File: src/hw/label_gen_pkg.sv
// constants, field layouts and types for the request label generator
// assumes a single 40 MHz clock domain and a plain word-wide register port
package label_gen_pkg;

    localparam int PID_W = 16;
    localparam int PMG_W = 8;
    localparam int ADDR_W = 8;
    localparam int DATA_W = 32;
    localparam int VPM_ENTRIES = 8;
    localparam int VPM_IDX_W = 3;
    localparam int LABEL_REGS = 8;

    // implementation versions of the partitioning scheme
    typedef enum logic [1:0] {
        VER_0_1,
        VER_1_0,
        VER_1_1
    } version_e;

    // origin of a memory-system request
    typedef enum logic [2:0] {
        KIND_NORMAL,
        KIND_UNPRIV,
        KIND_NESTED_SYSREG,
        KIND_PROFILER,
        KIND_ADDR_XLATE
    } req_kind_e;

    // register byte offsets
    localparam logic [ADDR_W-1:0] LABEL_BASE_OFS = 8'h00;
    localparam logic [ADDR_W-1:0] CTRL_OFS = 8'h20;
    localparam logic [ADDR_W-1:0] STATUS_OFS = 8'h24;
    localparam logic [ADDR_W-1:0] VPM_BASE_OFS = 8'h40;
    localparam logic [ADDR_W-1:0] LABEL_END_OFS = 8'h1C;
    localparam logic [ADDR_W-1:0] VPM_END_OFS = 8'h5C;

    // label word: partition id low, monitor group above
    localparam int PMG_LSB = 16;
    localparam int VPM_VALID_BIT = 16;

    // control register bits
    localparam int CTRL_SEC_DEFAULT_BIT = 0;
    localparam int CTRL_FORCE_OPEN_BIT = 1;
    localparam int CTRL_GUEST_LOCK_BIT = 2;
    localparam int CTRL_VPM0_EN_BIT = 3;
    localparam int CTRL_VPM1_EN_BIT = 4;
    localparam int STATUS_BLOCKED_BIT = 0;

    // reset values
    localparam logic [4:0] CTRL_RESET = 5'h00;
    localparam logic [PID_W+PMG_W-1:0] LABEL_RESET = 24'h000000;
    localparam logic [PID_W:0] VPM_RESET = 17'h00000;
    localparam logic [PID_W-1:0] DEFAULT_PARTITION_ID = 16'h0000;
    localparam logic [PMG_W-1:0] DEFAULT_MONITOR_GROUP = 8'h00;
    localparam logic [VPM_IDX_W-1:0] DEFAULT_VIRT_IDX = 3'h0;

    // label register index: level pair per exception level, instr odd
    function automatic logic [2:0] label_index(input logic [1:0] lvl,
                                               input logic instr);
        label_index = {lvl, instr};
    endfunction : label_index

endpackage : label_gen_pkg

File: src/hw/label_gen.sv
// request label generator: partition id, monitor group, space flag
// assumes request inputs come from same-clock logic; outputs one cycle later
//
// Overview of operation
// unprivileged loads and stores carry the same labels as ordinary ones
// nested sysreg memory accesses use hypervisor register data fields
// profiler writes use owning level data labels and its security state
// address-translate walks use data walk labels of the executing level
// secure and non-secure levels generate ids identically
// secure partition ids use flag 0, non-secure ones flag 1
// from version 1.0 secure state always drives flag 0
// secure labels from per-level registers, with virtual mapping if enabled
// never issue flag 1 with secure address space
// flag 0 with public address space is a legal cross-state request
// version 1.1: secure default select picks default labels, flag 0
// version 0.1: force bit sets secure flag, default select picks labels
// force bit read-one write-ignore, or fully read-write
// software probes force bit by writing zero and reading back
// level picks register; guest lock steers EL0 to EL1; EL2/EL3 unmapped
// data uses data fields, instruction uses instruction fields
// controls do not affect non-secure requests: flag 1, per-level labels; guest lock and map enables still apply to them
`timescale 1ns/100ps
module label_gen #(
    parameter label_gen_pkg::version_e VERSION = label_gen_pkg::VER_1_1,
    parameter bit FORCE_WRITABLE = 1'b1,
    parameter bit HAS_VIRT = 1'b1
) (
    // clock and reset
    input wire logic sys_clk_in,
    input wire logic reset_n_in,
    // register port
    input wire logic [label_gen_pkg::ADDR_W-1:0] reg_addr_in,
    input wire logic [label_gen_pkg::DATA_W-1:0] reg_wdata_in,
    input wire logic reg_wr_in,
    input wire logic reg_rd_in,
    output logic [label_gen_pkg::DATA_W-1:0] reg_rdata_out,
    // processor state
    input wire logic host_at_hyp_flag_in,
    input wire logic el2_enabled_in,
    // request
    input wire logic req_valid_in,
    input wire label_gen_pkg::req_kind_e req_kind_in,
    input wire logic [1:0] req_level_in,
    input wire logic req_secure_in,
    input wire logic req_instr_in,
    input wire logic address_space_public_in,
    input wire logic [1:0] profiler_owner_level_in,
    input wire logic profiler_owner_secure_in,
    // labelled request
    output logic lbl_valid_out,
    output logic [label_gen_pkg::PID_W-1:0] partition_id_out,
    output logic [label_gen_pkg::PMG_W-1:0] monitor_group_out,
    output logic partition_space_flag_out,
    output logic address_space_public_out,
    output logic req_blocked_out
);
    import label_gen_pkg::*;

    // register state
    logic [PID_W+PMG_W-1:0] label_reg [LABEL_REGS];
    logic [PID_W+PMG_W-1:0] label_next [LABEL_REGS];
    logic [4:0] ctrl_reg, ctrl_next;
    logic blocked_sticky_reg, blocked_sticky_next;
    logic [DATA_W-1:0] rdata_reg, rdata_next;
    logic [DATA_W-1:0] vpm_rdata;
    logic vpm_wr;
    logic force_bit;

    // request state
    logic valid_reg, valid_next;
    logic [PID_W-1:0] pid_reg, pid_next;
    logic [PMG_W-1:0] pmg_reg, pmg_next;
    logic flag_reg, flag_next;
    logic public_reg, public_next;
    logic blocked_reg, blocked_next;

    // selection
    logic [1:0] eff_level;
    logic eff_secure;
    logic eff_instr;
    logic [2:0] sel_idx;
    logic use_virt;
    logic [PID_W+PMG_W-1:0] sel_label;
    logic [PID_W-1:0] phys_id;

    // in version 0.1 without a writable option the force bit reads one and ignores writes; later versions read zero
    assign force_bit = (VERSION != VER_0_1) ? 1'b0 :
                       FORCE_WRITABLE ? ctrl_reg[CTRL_FORCE_OPEN_BIT] :
                       1'b1;
    assign vpm_wr = reg_wr_in && reg_addr_in >= VPM_BASE_OFS &&
                    reg_addr_in <= VPM_END_OFS && reg_addr_in[1:0] == 2'b00;

    always_comb begin
        for (int i = 0; i < LABEL_REGS; i++) begin
            label_next[i] = label_reg[i];
        end
        ctrl_next = ctrl_reg;
        rdata_next = '0;
        // a new block event wins over a clear in the same cycle
        blocked_sticky_next = blocked_sticky_reg;
        if (reg_wr_in && reg_addr_in == STATUS_OFS &&
            reg_wdata_in[STATUS_BLOCKED_BIT]) begin
            blocked_sticky_next = 1'b0;
        end
        if (blocked_reg) begin
            blocked_sticky_next = 1'b1;
        end
        if (reg_wr_in) begin
            if (reg_addr_in <= LABEL_END_OFS && reg_addr_in[1:0] == 2'b00)
            begin
                label_next[reg_addr_in[4:2]] = reg_wdata_in[PID_W+PMG_W-1:0];
            end else if (reg_addr_in == CTRL_OFS) begin
                ctrl_next = reg_wdata_in[4:0];
            end
        end
        if (reg_rd_in) begin
            if (reg_addr_in <= LABEL_END_OFS && reg_addr_in[1:0] == 2'b00)
            begin
                rdata_next[PID_W+PMG_W-1:0] = label_reg[reg_addr_in[4:2]];
            end else if (reg_addr_in == CTRL_OFS) begin
                rdata_next[4:0] = ctrl_reg;
                rdata_next[CTRL_FORCE_OPEN_BIT] = force_bit;
            end else if (reg_addr_in == STATUS_OFS) begin
                rdata_next[STATUS_BLOCKED_BIT] = blocked_sticky_reg;
            end else if (reg_addr_in >= VPM_BASE_OFS &&
                         reg_addr_in <= VPM_END_OFS &&
                         reg_addr_in[1:0] == 2'b00) begin
                rdata_next = vpm_rdata;
            end
        end
    end

    always_ff @(posedge sys_clk_in) begin
        for (int i = 0; i < LABEL_REGS; i++) begin
            if (!reset_n_in) begin
                label_reg[i] <= LABEL_RESET;
            end else begin
                label_reg[i] <= label_next[i];
            end
        end
        if (!reset_n_in) begin
            ctrl_reg <= CTRL_RESET;
            rdata_reg <= '0;
            blocked_sticky_reg <= 1'b0;
        end else begin
            ctrl_reg <= ctrl_next;
            rdata_reg <= rdata_next;
            blocked_sticky_reg <= blocked_sticky_next;
        end
    end

    assign reg_rdata_out = rdata_reg;

    vpm_map u_vpm_map (
        .sys_clk_in(sys_clk_in),
        .reset_n_in(reset_n_in),
        .wr_en_in(vpm_wr),
        .wr_idx_in(reg_addr_in[4:2]),
        .wr_data_in(reg_wdata_in[PID_W:0]),
        .rd_idx_in(reg_addr_in[4:2]),
        .rd_data_out(vpm_rdata),
        .virt_id_in(eff_instr ? sel_label[PID_W-1:0] : sel_label[PID_W-1:0]),
        .phys_id_out(phys_id)
    );

    always_comb begin
        // unprivileged and translate-walk requests keep the issuing level
        eff_level = req_level_in;
        eff_secure = req_secure_in;
        eff_instr = req_instr_in;
        if (req_kind_in == KIND_ADDR_XLATE || req_kind_in == KIND_NESTED_SYSREG)
        begin
            eff_instr = 1'b0;
        end
        if (req_kind_in == KIND_PROFILER) begin
            eff_level = profiler_owner_level_in;
            eff_secure = profiler_owner_secure_in;
            eff_instr = 1'b0;
        end
        // the guest lock redirects EL0 to the EL1 register
        if (eff_level == 2'd0 && ctrl_reg[CTRL_GUEST_LOCK_BIT]) begin
            eff_level = 2'd1;
        end
        if (req_kind_in == KIND_NESTED_SYSREG) begin
            eff_level = 2'd2;
        end
        sel_idx = label_index(eff_level, eff_instr);
        sel_label = label_reg[sel_idx];
        // EL2 and EL3 registers are never mapped
        use_virt = 1'b0;
        if (HAS_VIRT && el2_enabled_in && req_kind_in != KIND_NESTED_SYSREG)
        begin
            if (eff_level == 2'd0) begin
                use_virt = ctrl_reg[CTRL_VPM0_EN_BIT];
            end else if (eff_level == 2'd1) begin
                use_virt = ctrl_reg[CTRL_VPM1_EN_BIT];
            end
        end
        pid_next = use_virt ? phys_id : sel_label[PID_W-1:0];
        pmg_next = sel_label[PID_W+PMG_W-1:PMG_LSB];
        flag_next = 1'b1;
        if (eff_secure) begin
            flag_next = 1'b0;
            case (VERSION)
                VER_1_1: begin
                    if (ctrl_reg[CTRL_SEC_DEFAULT_BIT]) begin
                        pid_next = DEFAULT_PARTITION_ID;
                        pmg_next = DEFAULT_MONITOR_GROUP;
                    end
                end
                VER_0_1: begin
                    flag_next = force_bit;
                    if (ctrl_reg[CTRL_SEC_DEFAULT_BIT]) begin
                        pid_next = DEFAULT_PARTITION_ID;
                        pmg_next = DEFAULT_MONITOR_GROUP;
                    end
                end
                default: begin
                    flag_next = 1'b0;
                end
            endcase
        end
        public_next = address_space_public_in;
        // a non-secure label may never reach the secure address space
        blocked_next = req_valid_in && flag_next && !public_next;
        valid_next = req_valid_in && !blocked_next;
    end

    always_ff @(posedge sys_clk_in) begin
        if (!reset_n_in) begin
            valid_reg <= 1'b0;
            pid_reg <= DEFAULT_PARTITION_ID;
            pmg_reg <= DEFAULT_MONITOR_GROUP;
            flag_reg <= 1'b0;
            public_reg <= 1'b0;
            blocked_reg <= 1'b0;
        end else begin
            valid_reg <= valid_next;
            pid_reg <= pid_next;
            pmg_reg <= pmg_next;
            flag_reg <= flag_next;
            public_reg <= public_next;
            blocked_reg <= blocked_next;
        end
    end

    assign lbl_valid_out = valid_reg;
    assign partition_id_out = pid_reg;
    assign monitor_group_out = pmg_reg;
    assign partition_space_flag_out = flag_reg;
    assign address_space_public_out = public_reg;
    assign req_blocked_out = blocked_reg;
endmodule : label_gen

File: src/hw/vpm_map.sv
// virtual to physical partition id mapping table
// assumes writes and reads come from the label generator register port
`timescale 1ns/100ps
module vpm_map (
    // clock and reset
    input wire logic sys_clk_in,
    input wire logic reset_n_in,
    // table access
    input wire logic wr_en_in,
    input wire logic [label_gen_pkg::VPM_IDX_W-1:0] wr_idx_in,
    input wire logic [label_gen_pkg::PID_W:0] wr_data_in,
    input wire logic [label_gen_pkg::VPM_IDX_W-1:0] rd_idx_in,
    output logic [label_gen_pkg::DATA_W-1:0] rd_data_out,
    // lookup
    input wire logic [label_gen_pkg::PID_W-1:0] virt_id_in,
    output logic [label_gen_pkg::PID_W-1:0] phys_id_out
);
    import label_gen_pkg::*;

    logic [PID_W:0] entry_reg [VPM_ENTRIES];
    logic [PID_W:0] entry_next [VPM_ENTRIES];
    logic [VPM_IDX_W-1:0] look_idx;

    always_comb begin
        for (int i = 0; i < VPM_ENTRIES; i++) begin
            entry_next[i] = entry_reg[i];
        end
        if (wr_en_in) begin
            entry_next[wr_idx_in] = wr_data_in;
        end
    end

    always_ff @(posedge sys_clk_in) begin
        for (int i = 0; i < VPM_ENTRIES; i++) begin
            if (!reset_n_in) begin
                entry_reg[i] <= VPM_RESET;
            end else begin
                entry_reg[i] <= entry_next[i];
            end
        end
    end

    always_comb begin
        rd_data_out = '0;
        rd_data_out[PID_W:0] = entry_reg[rd_idx_in];
        // an out-of-range virtual id is replaced by the default entry
        if (virt_id_in < PID_W'(VPM_ENTRIES)) begin
            look_idx = virt_id_in[VPM_IDX_W-1:0];
        end else begin
            look_idx = DEFAULT_VIRT_IDX;
        end
        if (entry_reg[look_idx][VPM_VALID_BIT]) begin
            phys_id_out = entry_reg[look_idx][PID_W-1:0];
        end else if (entry_reg[DEFAULT_VIRT_IDX][VPM_VALID_BIT]) begin
            phys_id_out = entry_reg[DEFAULT_VIRT_IDX][PID_W-1:0];
        end else begin
            phys_id_out = DEFAULT_PARTITION_ID;
        end
    end

endmodule : vpm_map
File: config.mk
export PLATFORM = sky130hd
export DESIGN_NAME = label_gen
export DESIGN_NICKNAME = d
export VERILOG_FILES = /design/src/hw/label_gen_pkg.sv /design/src/hw/label_gen.sv /design/src/hw/vpm_map.sv
export SDC_FILE = /design/constraint.sdc
export NUM_CORES = 1
export LEC_CHECK = 0
export BUFFER_PORTS_ARGS = -buffer_cell sky130_fd_sc_hd__buf_2
export CORE_ASPECT_RATIO = 0.9
export CORE_MARGIN = 5
export CORE_UTILIZATION = 25
export CTS_CLUSTER_DIAMETER = 120
export DETAILED_ROUTE_END_ITERATION = 8
export HOLD_SLACK_MARGIN = 0.02
export PLACE_DENSITY_LB_ADDON = 0.2
export SETUP_SLACK_MARGIN = 0.5
export SKIP_LAST_GASP = 1
export SYNTH_ARGS = -nofsm -noshare
export SYNTH_HDL_FRONTEND = slang
export SYNTH_SLANG_ARGS = --single-unit
File: constraint.sdc
create_clock -name sys_clk_in -period 3.1 [get_ports sys_clk_in]
set_input_delay 0.155 -clock sys_clk_in [delete_from_list [all_inputs] [get_ports sys_clk_in]]
set_output_delay 0.155 -clock sys_clk_in [all_outputs]
set_load 0.02 [all_outputs]
==> reports/metrics.csv <==
stage;metric;value;unit
status;outcome;complete, no violations;
detailed_routing;via_count;20000;
synthesis;ys.flop_type;sky130_fd_sc_hd__dfxtp_1;
critical_path;timing.reg2reg.worst_path_depth;14;
floorplan;dieWidth;308;um
sta;relSlewSlack;40.5;%
placement;dp.final_hpwl;59800;um
finish;area_growth_syn_to_layout;27.4;%
clock_tree;clock-root-buffer;sky130_fd_sc_hd__clkbuf_16;
critical_path;critical_path.cell_chain;nor2b_1 > a211oi_1 > a21oi_2 > or3_4 > o31ai_4 > a22oi_2 > nor4_4 > buf_6 > buf_12 > buf_16 > mux2i_1 > a21oi_1 > nor4_2 > a2111oi_2;
global_route;antenna_found_initial;1;
power;p_sw;3.22;mW
clock_tree;cts-buffers-inserted;46;
critical_path;worst_ep_required_time;3.57;ns
floorplan;coreArea;0.0793;mm^2
clock_tree;tritoncts_clock_tree;done;
synthesis;postSynthRegisterBits;385;
global_route;first_global_vias;19200;
synthesis;post_synth_instance_area;0.0200;mm^2
floorplan;die_height;278;um
floorplan;die_area;0.0857;mm^2
global_route;grt_start_max_net_pins;130;
detailed_routing;drt_first_pass_iters;6;
detailed_routing;routed_wire_length_per_instance;24.4;um
critical_path;critPathMaxStageDelay;0.39;ns
power;power.share.sequential;40.5;%
power;p_total;12.3;mW
floorplan;std_cell_rows;98;
finish;post_route_cells_drive_above_1_share;23.0;%
power;internal_power;9.12;mW
sta;final_hold_viol_count;0;
synthesis;synth-edff-count;0;
synthesis;yosys.area.top_type;sky130_fd_sc_hd__dfxtp_1;
hold_path;worstHoldPathCells;4;
critical_path;timing.critical_path.to_type;register;
finish;multi_input_area;0.0116;mm^2
finish;nNetsFinal;2715;
detailed_routing;via_per_inst;5.33;
detailed_routing;detail_route.iter0.violations;2067;
clock_tree;cts_num_sinks;385;
global_route;grt_pass1_wl;133000;um
critical_path;critPathKind;register to register;
floorplan;floorplan.io_pins;118;
sta;timing.clock.skew;0.0452;ns
synthesis;netlist_instances;2453;
sta;setup_viol;0;
synthesis;synth_seq_area_share;38.6;%
placement;finalWeightedCongestion;0.878;
clock_tree;clock_insertion_delay_worst_skew;0.63;ns
synthesis;synthesis.area_per_instance;8.14;um^2
synthesis;post-synth-top-area-fraction;38.6;%
hold_path;worst_hold_path_class;input pin to register;
sta;drv_slew;0;
placement;io_buffers;100;
finish;fillerInstances;8227;
detailed_routing;drt_drc_violations_left;0;
clock_tree;clkSlewWorstSetupHoldPaths;0.06;ns
power;power.static_leakage;8.92;nW
power;combPwrFrac;10.9;%
sta;achievable-frequency;328;MHz
synthesis;synthDistinctLibCells;84;
sta;layout_min_cycle_time;3.05;ns
power;power_density;485;mW/mm^2
critical_path;critical_path_depth;14;
critical_path;critPathSlowestCell;sky130_fd_sc_hd__or3_4;
sta;timing_worst_slew_pin_value;0.890;ns
sta;grt_setup_unrepaired;yes;
sta;holdWs;0.0730;ns
detailed_routing;detail-route-antenna-nets;0;
critical_path;worst_setup_path_start_kind;register;
synthesis;ys_top_cells_by_area;sky130_fd_sc_hd__dfxtp_1 39%, sky130_fd_sc_hd__nand2_1 14%, sky130_fd_sc_hd__mux4_2 10%, sky130_fd_sc_hd__a21oi_1 9.6%, sky130_fd_sc_hd__mux2i_1 5.2%;
sta;timing.final.ws_setup;0.0473;ns
global_route;grt.total_usage;20.5;%
floorplan;start_util;25.2;%
detailed_routing;wirelength;91300;um
synthesis;ys.warnings.count;0;
placement;post-place-ws;-0.552;ns
sta;layout_worst_path_cycle_share;98.5;%
synthesis;asyncSetResetFlopFracSynth;0;%
finish;flip_flop_and_latch_area;0.00772;mm^2
clock_tree;cts-htree-levels;2;
power;sw_frac_of_total;26.1;%
critical_path;critPathTopFamily;simple AND/OR/NAND/NOR gates;
critical_path;critical_path_fanouts_max;5;
critical_path;critPathBufInv;3;
critical_path;arrival;3.52;ns
power;ir_worst_vdd;0.000412;V
run;max_cap_viol_count;0;
global_route;overflow_left_after_global_routing;0;
finish;largest_register_ffs;192;
power;p_clk_share;48.6;%
clock_tree;maximum_number_of_buffers_from_clock_root_to_sink;3;
==> power by group through the flow <==
stage,Combinational [mW],Clock [mW],Sequential (mW)
3_5_place_dp,1.25,0,5.10
3_3_place_gp,1.25,0,5.11
5_1_grt,1.43,6.32,4.99
6_report,1.35,6.00,4.99
2_1_floorplan,0.684,0,5.12
4_1_cts,1.32,6.09,5.00
==> final cells by class <==
class	instances	area share, %
clock inverters	18	1.36
diodes	3	0.0295
well taps	1050	5.16
multi-input cells	1832	45.7
flip-flops and latches	385	30.3
clock buffers	64	5.14
inverters	7	0.133
repair buffers	385	12.1
==> what timing repair did <==
item	CTS	global route
hold endpoints to repair	297	0
pin swaps	24	26
buffers inserted	11	6
hold buffers	32	0
resized for setup	37	46
setup endpoints to repair	16	16
cloned	2	1
==> kinds of logic after synthesis <==
group | Yosys count | synth area share, %
DFF | 385 | 38.6
AOI/OAI and AO/OA | 622 | 18.9
buffers and inverters | 243 | 5.20
and+or+nand+nor | 986 | 20.6
muxes | 216 | 16.7
other | 1 | 0.0188
==> synthesized netlist by cell type (7+ instances only) <==
| library cell | instances |
|---|---|
| sky130_fd_sc_hd__clkbuf_2 | 7 |
| sky130_fd_sc_hd__nand4_1 | 7 |
| sky130_fd_sc_hd__nor3_1 | 15 |
| sky130_fd_sc_hd__a31oi_1 | 8 |
| sky130_fd_sc_hd__o22a_1 | 30 |
| sky130_fd_sc_hd__a311oi_1 | 20 |
| sky130_fd_sc_hd__a221oi_1 | 8 |
| sky130_fd_sc_hd__o22ai_1 | 36 |
| sky130_fd_sc_hd__a211oi_1 | 22 |
| sky130_fd_sc_hd__nor2_1 | 106 |
| sky130_fd_sc_hd__mux4_2 | 91 |
| sky130_fd_sc_hd__mux2i_1 | 103 |
| sky130_fd_sc_hd__buf_4 | 9 |
| sky130_fd_sc_hd__buf_1 | 26 |
| sky130_fd_sc_hd__nor4b_1 | 12 |
| sky130_fd_sc_hd__a221o_1 | 12 |
| sky130_fd_sc_hd__dfxtp_1 | 385 |
| sky130_fd_sc_hd__o21ai_0 | 31 |
| sky130_fd_sc_hd__and3_1 | 7 |
| sky130_fd_sc_hd__nand2_1 | 741 |
| sky130_fd_sc_hd__nor2b_1 | 8 |
| sky130_fd_sc_hd__o211ai_1 | 8 |
| sky130_fd_sc_hd__mux2_2 | 19 |
| sky130_fd_sc_hd__o221ai_1 | 8 |
| sky130_fd_sc_hd__clkbuf_1 | 164 |
| sky130_fd_sc_hd__buf_2 | 23 |
| sky130_fd_sc_hd__nand3_1 | 37 |
| sky130_fd_sc_hd__a21oi_1 | 382 |
| sky130_fd_sc_hd__nor4_1 | 8 |
| sky130_fd_sc_hd__nand2b_1 | 11 |
==> worst min-delay path, cell delays in order <==
cell                      delay, ns
sky130_fd_sc_hd__buf_2         0.10
sky130_fd_sc_hd__nand4_1       0.14
sky130_fd_sc_hd__o21ai_0       0.11
sky130_fd_sc_hd__a21oi_1       0.13
==> placed cells by master, fill, tap and decap left out, drive strengths merged, types with 5 or more instances in the layout <==
| master | netlist | routed |
|---|---|---|
| o211ai | 8 | 8 |
| mux4 | 91 | 91 |
| a211oi | 24 | 24 |
| nand4 | 8 | 8 |
| mux2i | 103 | 103 |
| clkinv | 0 | 10 |
| bufinv | 0 | 8 |
| a311oi | 20 | 20 |
| nor4 | 10 | 10 |
| a221o | 12 | 12 |
| a211o | 5 | 5 |
| o21a | 5 | 5 |
| inv | 7 | 7 |
| nor2b | 8 | 8 |
| nor4b | 12 | 12 |
| o22a | 30 | 30 |
| dlygate4sd3 | 0 | 32 |
| nand2b | 12 | 12 |
| clkbuf | 171 | 64 |
| o21ai | 34 | 34 |
| nand2 | 741 | 741 |
| nand3 | 38 | 38 |
| nor2 | 107 | 107 |
| and3 | 7 | 7 |
| mux2 | 22 | 22 |
| o22ai | 36 | 36 |
| buf | 65 | 352 |
| conb | 1 | 8 |
| a21o | 7 | 7 |
| o221ai | 9 | 9 |
| a31oi | 8 | 8 |
| nor3 | 18 | 18 |
| a221oi | 9 | 9 |
| dfxtp | 385 | 385 |
| a21oi | 383 | 383 |
==> metal layers <==
metal / up-vias / track usage, % / share of wire, %
li1: 9050 / - / -
met1: 9866 / 29.8 / 45
met2: 891 / 31.5 / 44
met3: 144 / 3.56 / 8.0
met4: 0 / 5.02 / 2.6
met5: - / 0 / 0
==> final timing paths <==
| kind | from | end | slack [ns] |
|---|---|---|---|
| worst max-delay path | label_reg[4][3]$_SDFFE_PN0P_ | partition_id_out[1]$_SDFF_PN0_ | 0.05 |
| worst min-delay path | reg_addr_in[5] | blocked_sticky_reg$_SDFFE_PN0P_ | 0.07 |
| worst max register to register | label_reg[4][3]$_SDFFE_PN0P_ | partition_id_out[1]$_SDFF_PN0_ | 0.05 |
| worst min register to register | u_vpm_map.entry_reg[1][4]$_SDFFE_PN0P_ | u_vpm_map.entry_reg[1][4]$_SDFFE_PN0P_ | 0.46 |
==> per-stage QoR <==
stage          utilization, %  setup TNS (ns)  std cells  area (um^2)
5_1_grt                  32.1          -0.247       3741        25400
3_5_place_dp             28.9           -5.99       3607        22900
4_1_cts                  31.8               0       3734        25200
2_1_floorplan               -          -0.114       2460        20000
6_report                 32.1               0       3744        25400
3_3_place_gp             28.9           -5.03       3607        22900
No activity file was read; power rests on OpenSTA's default activity.
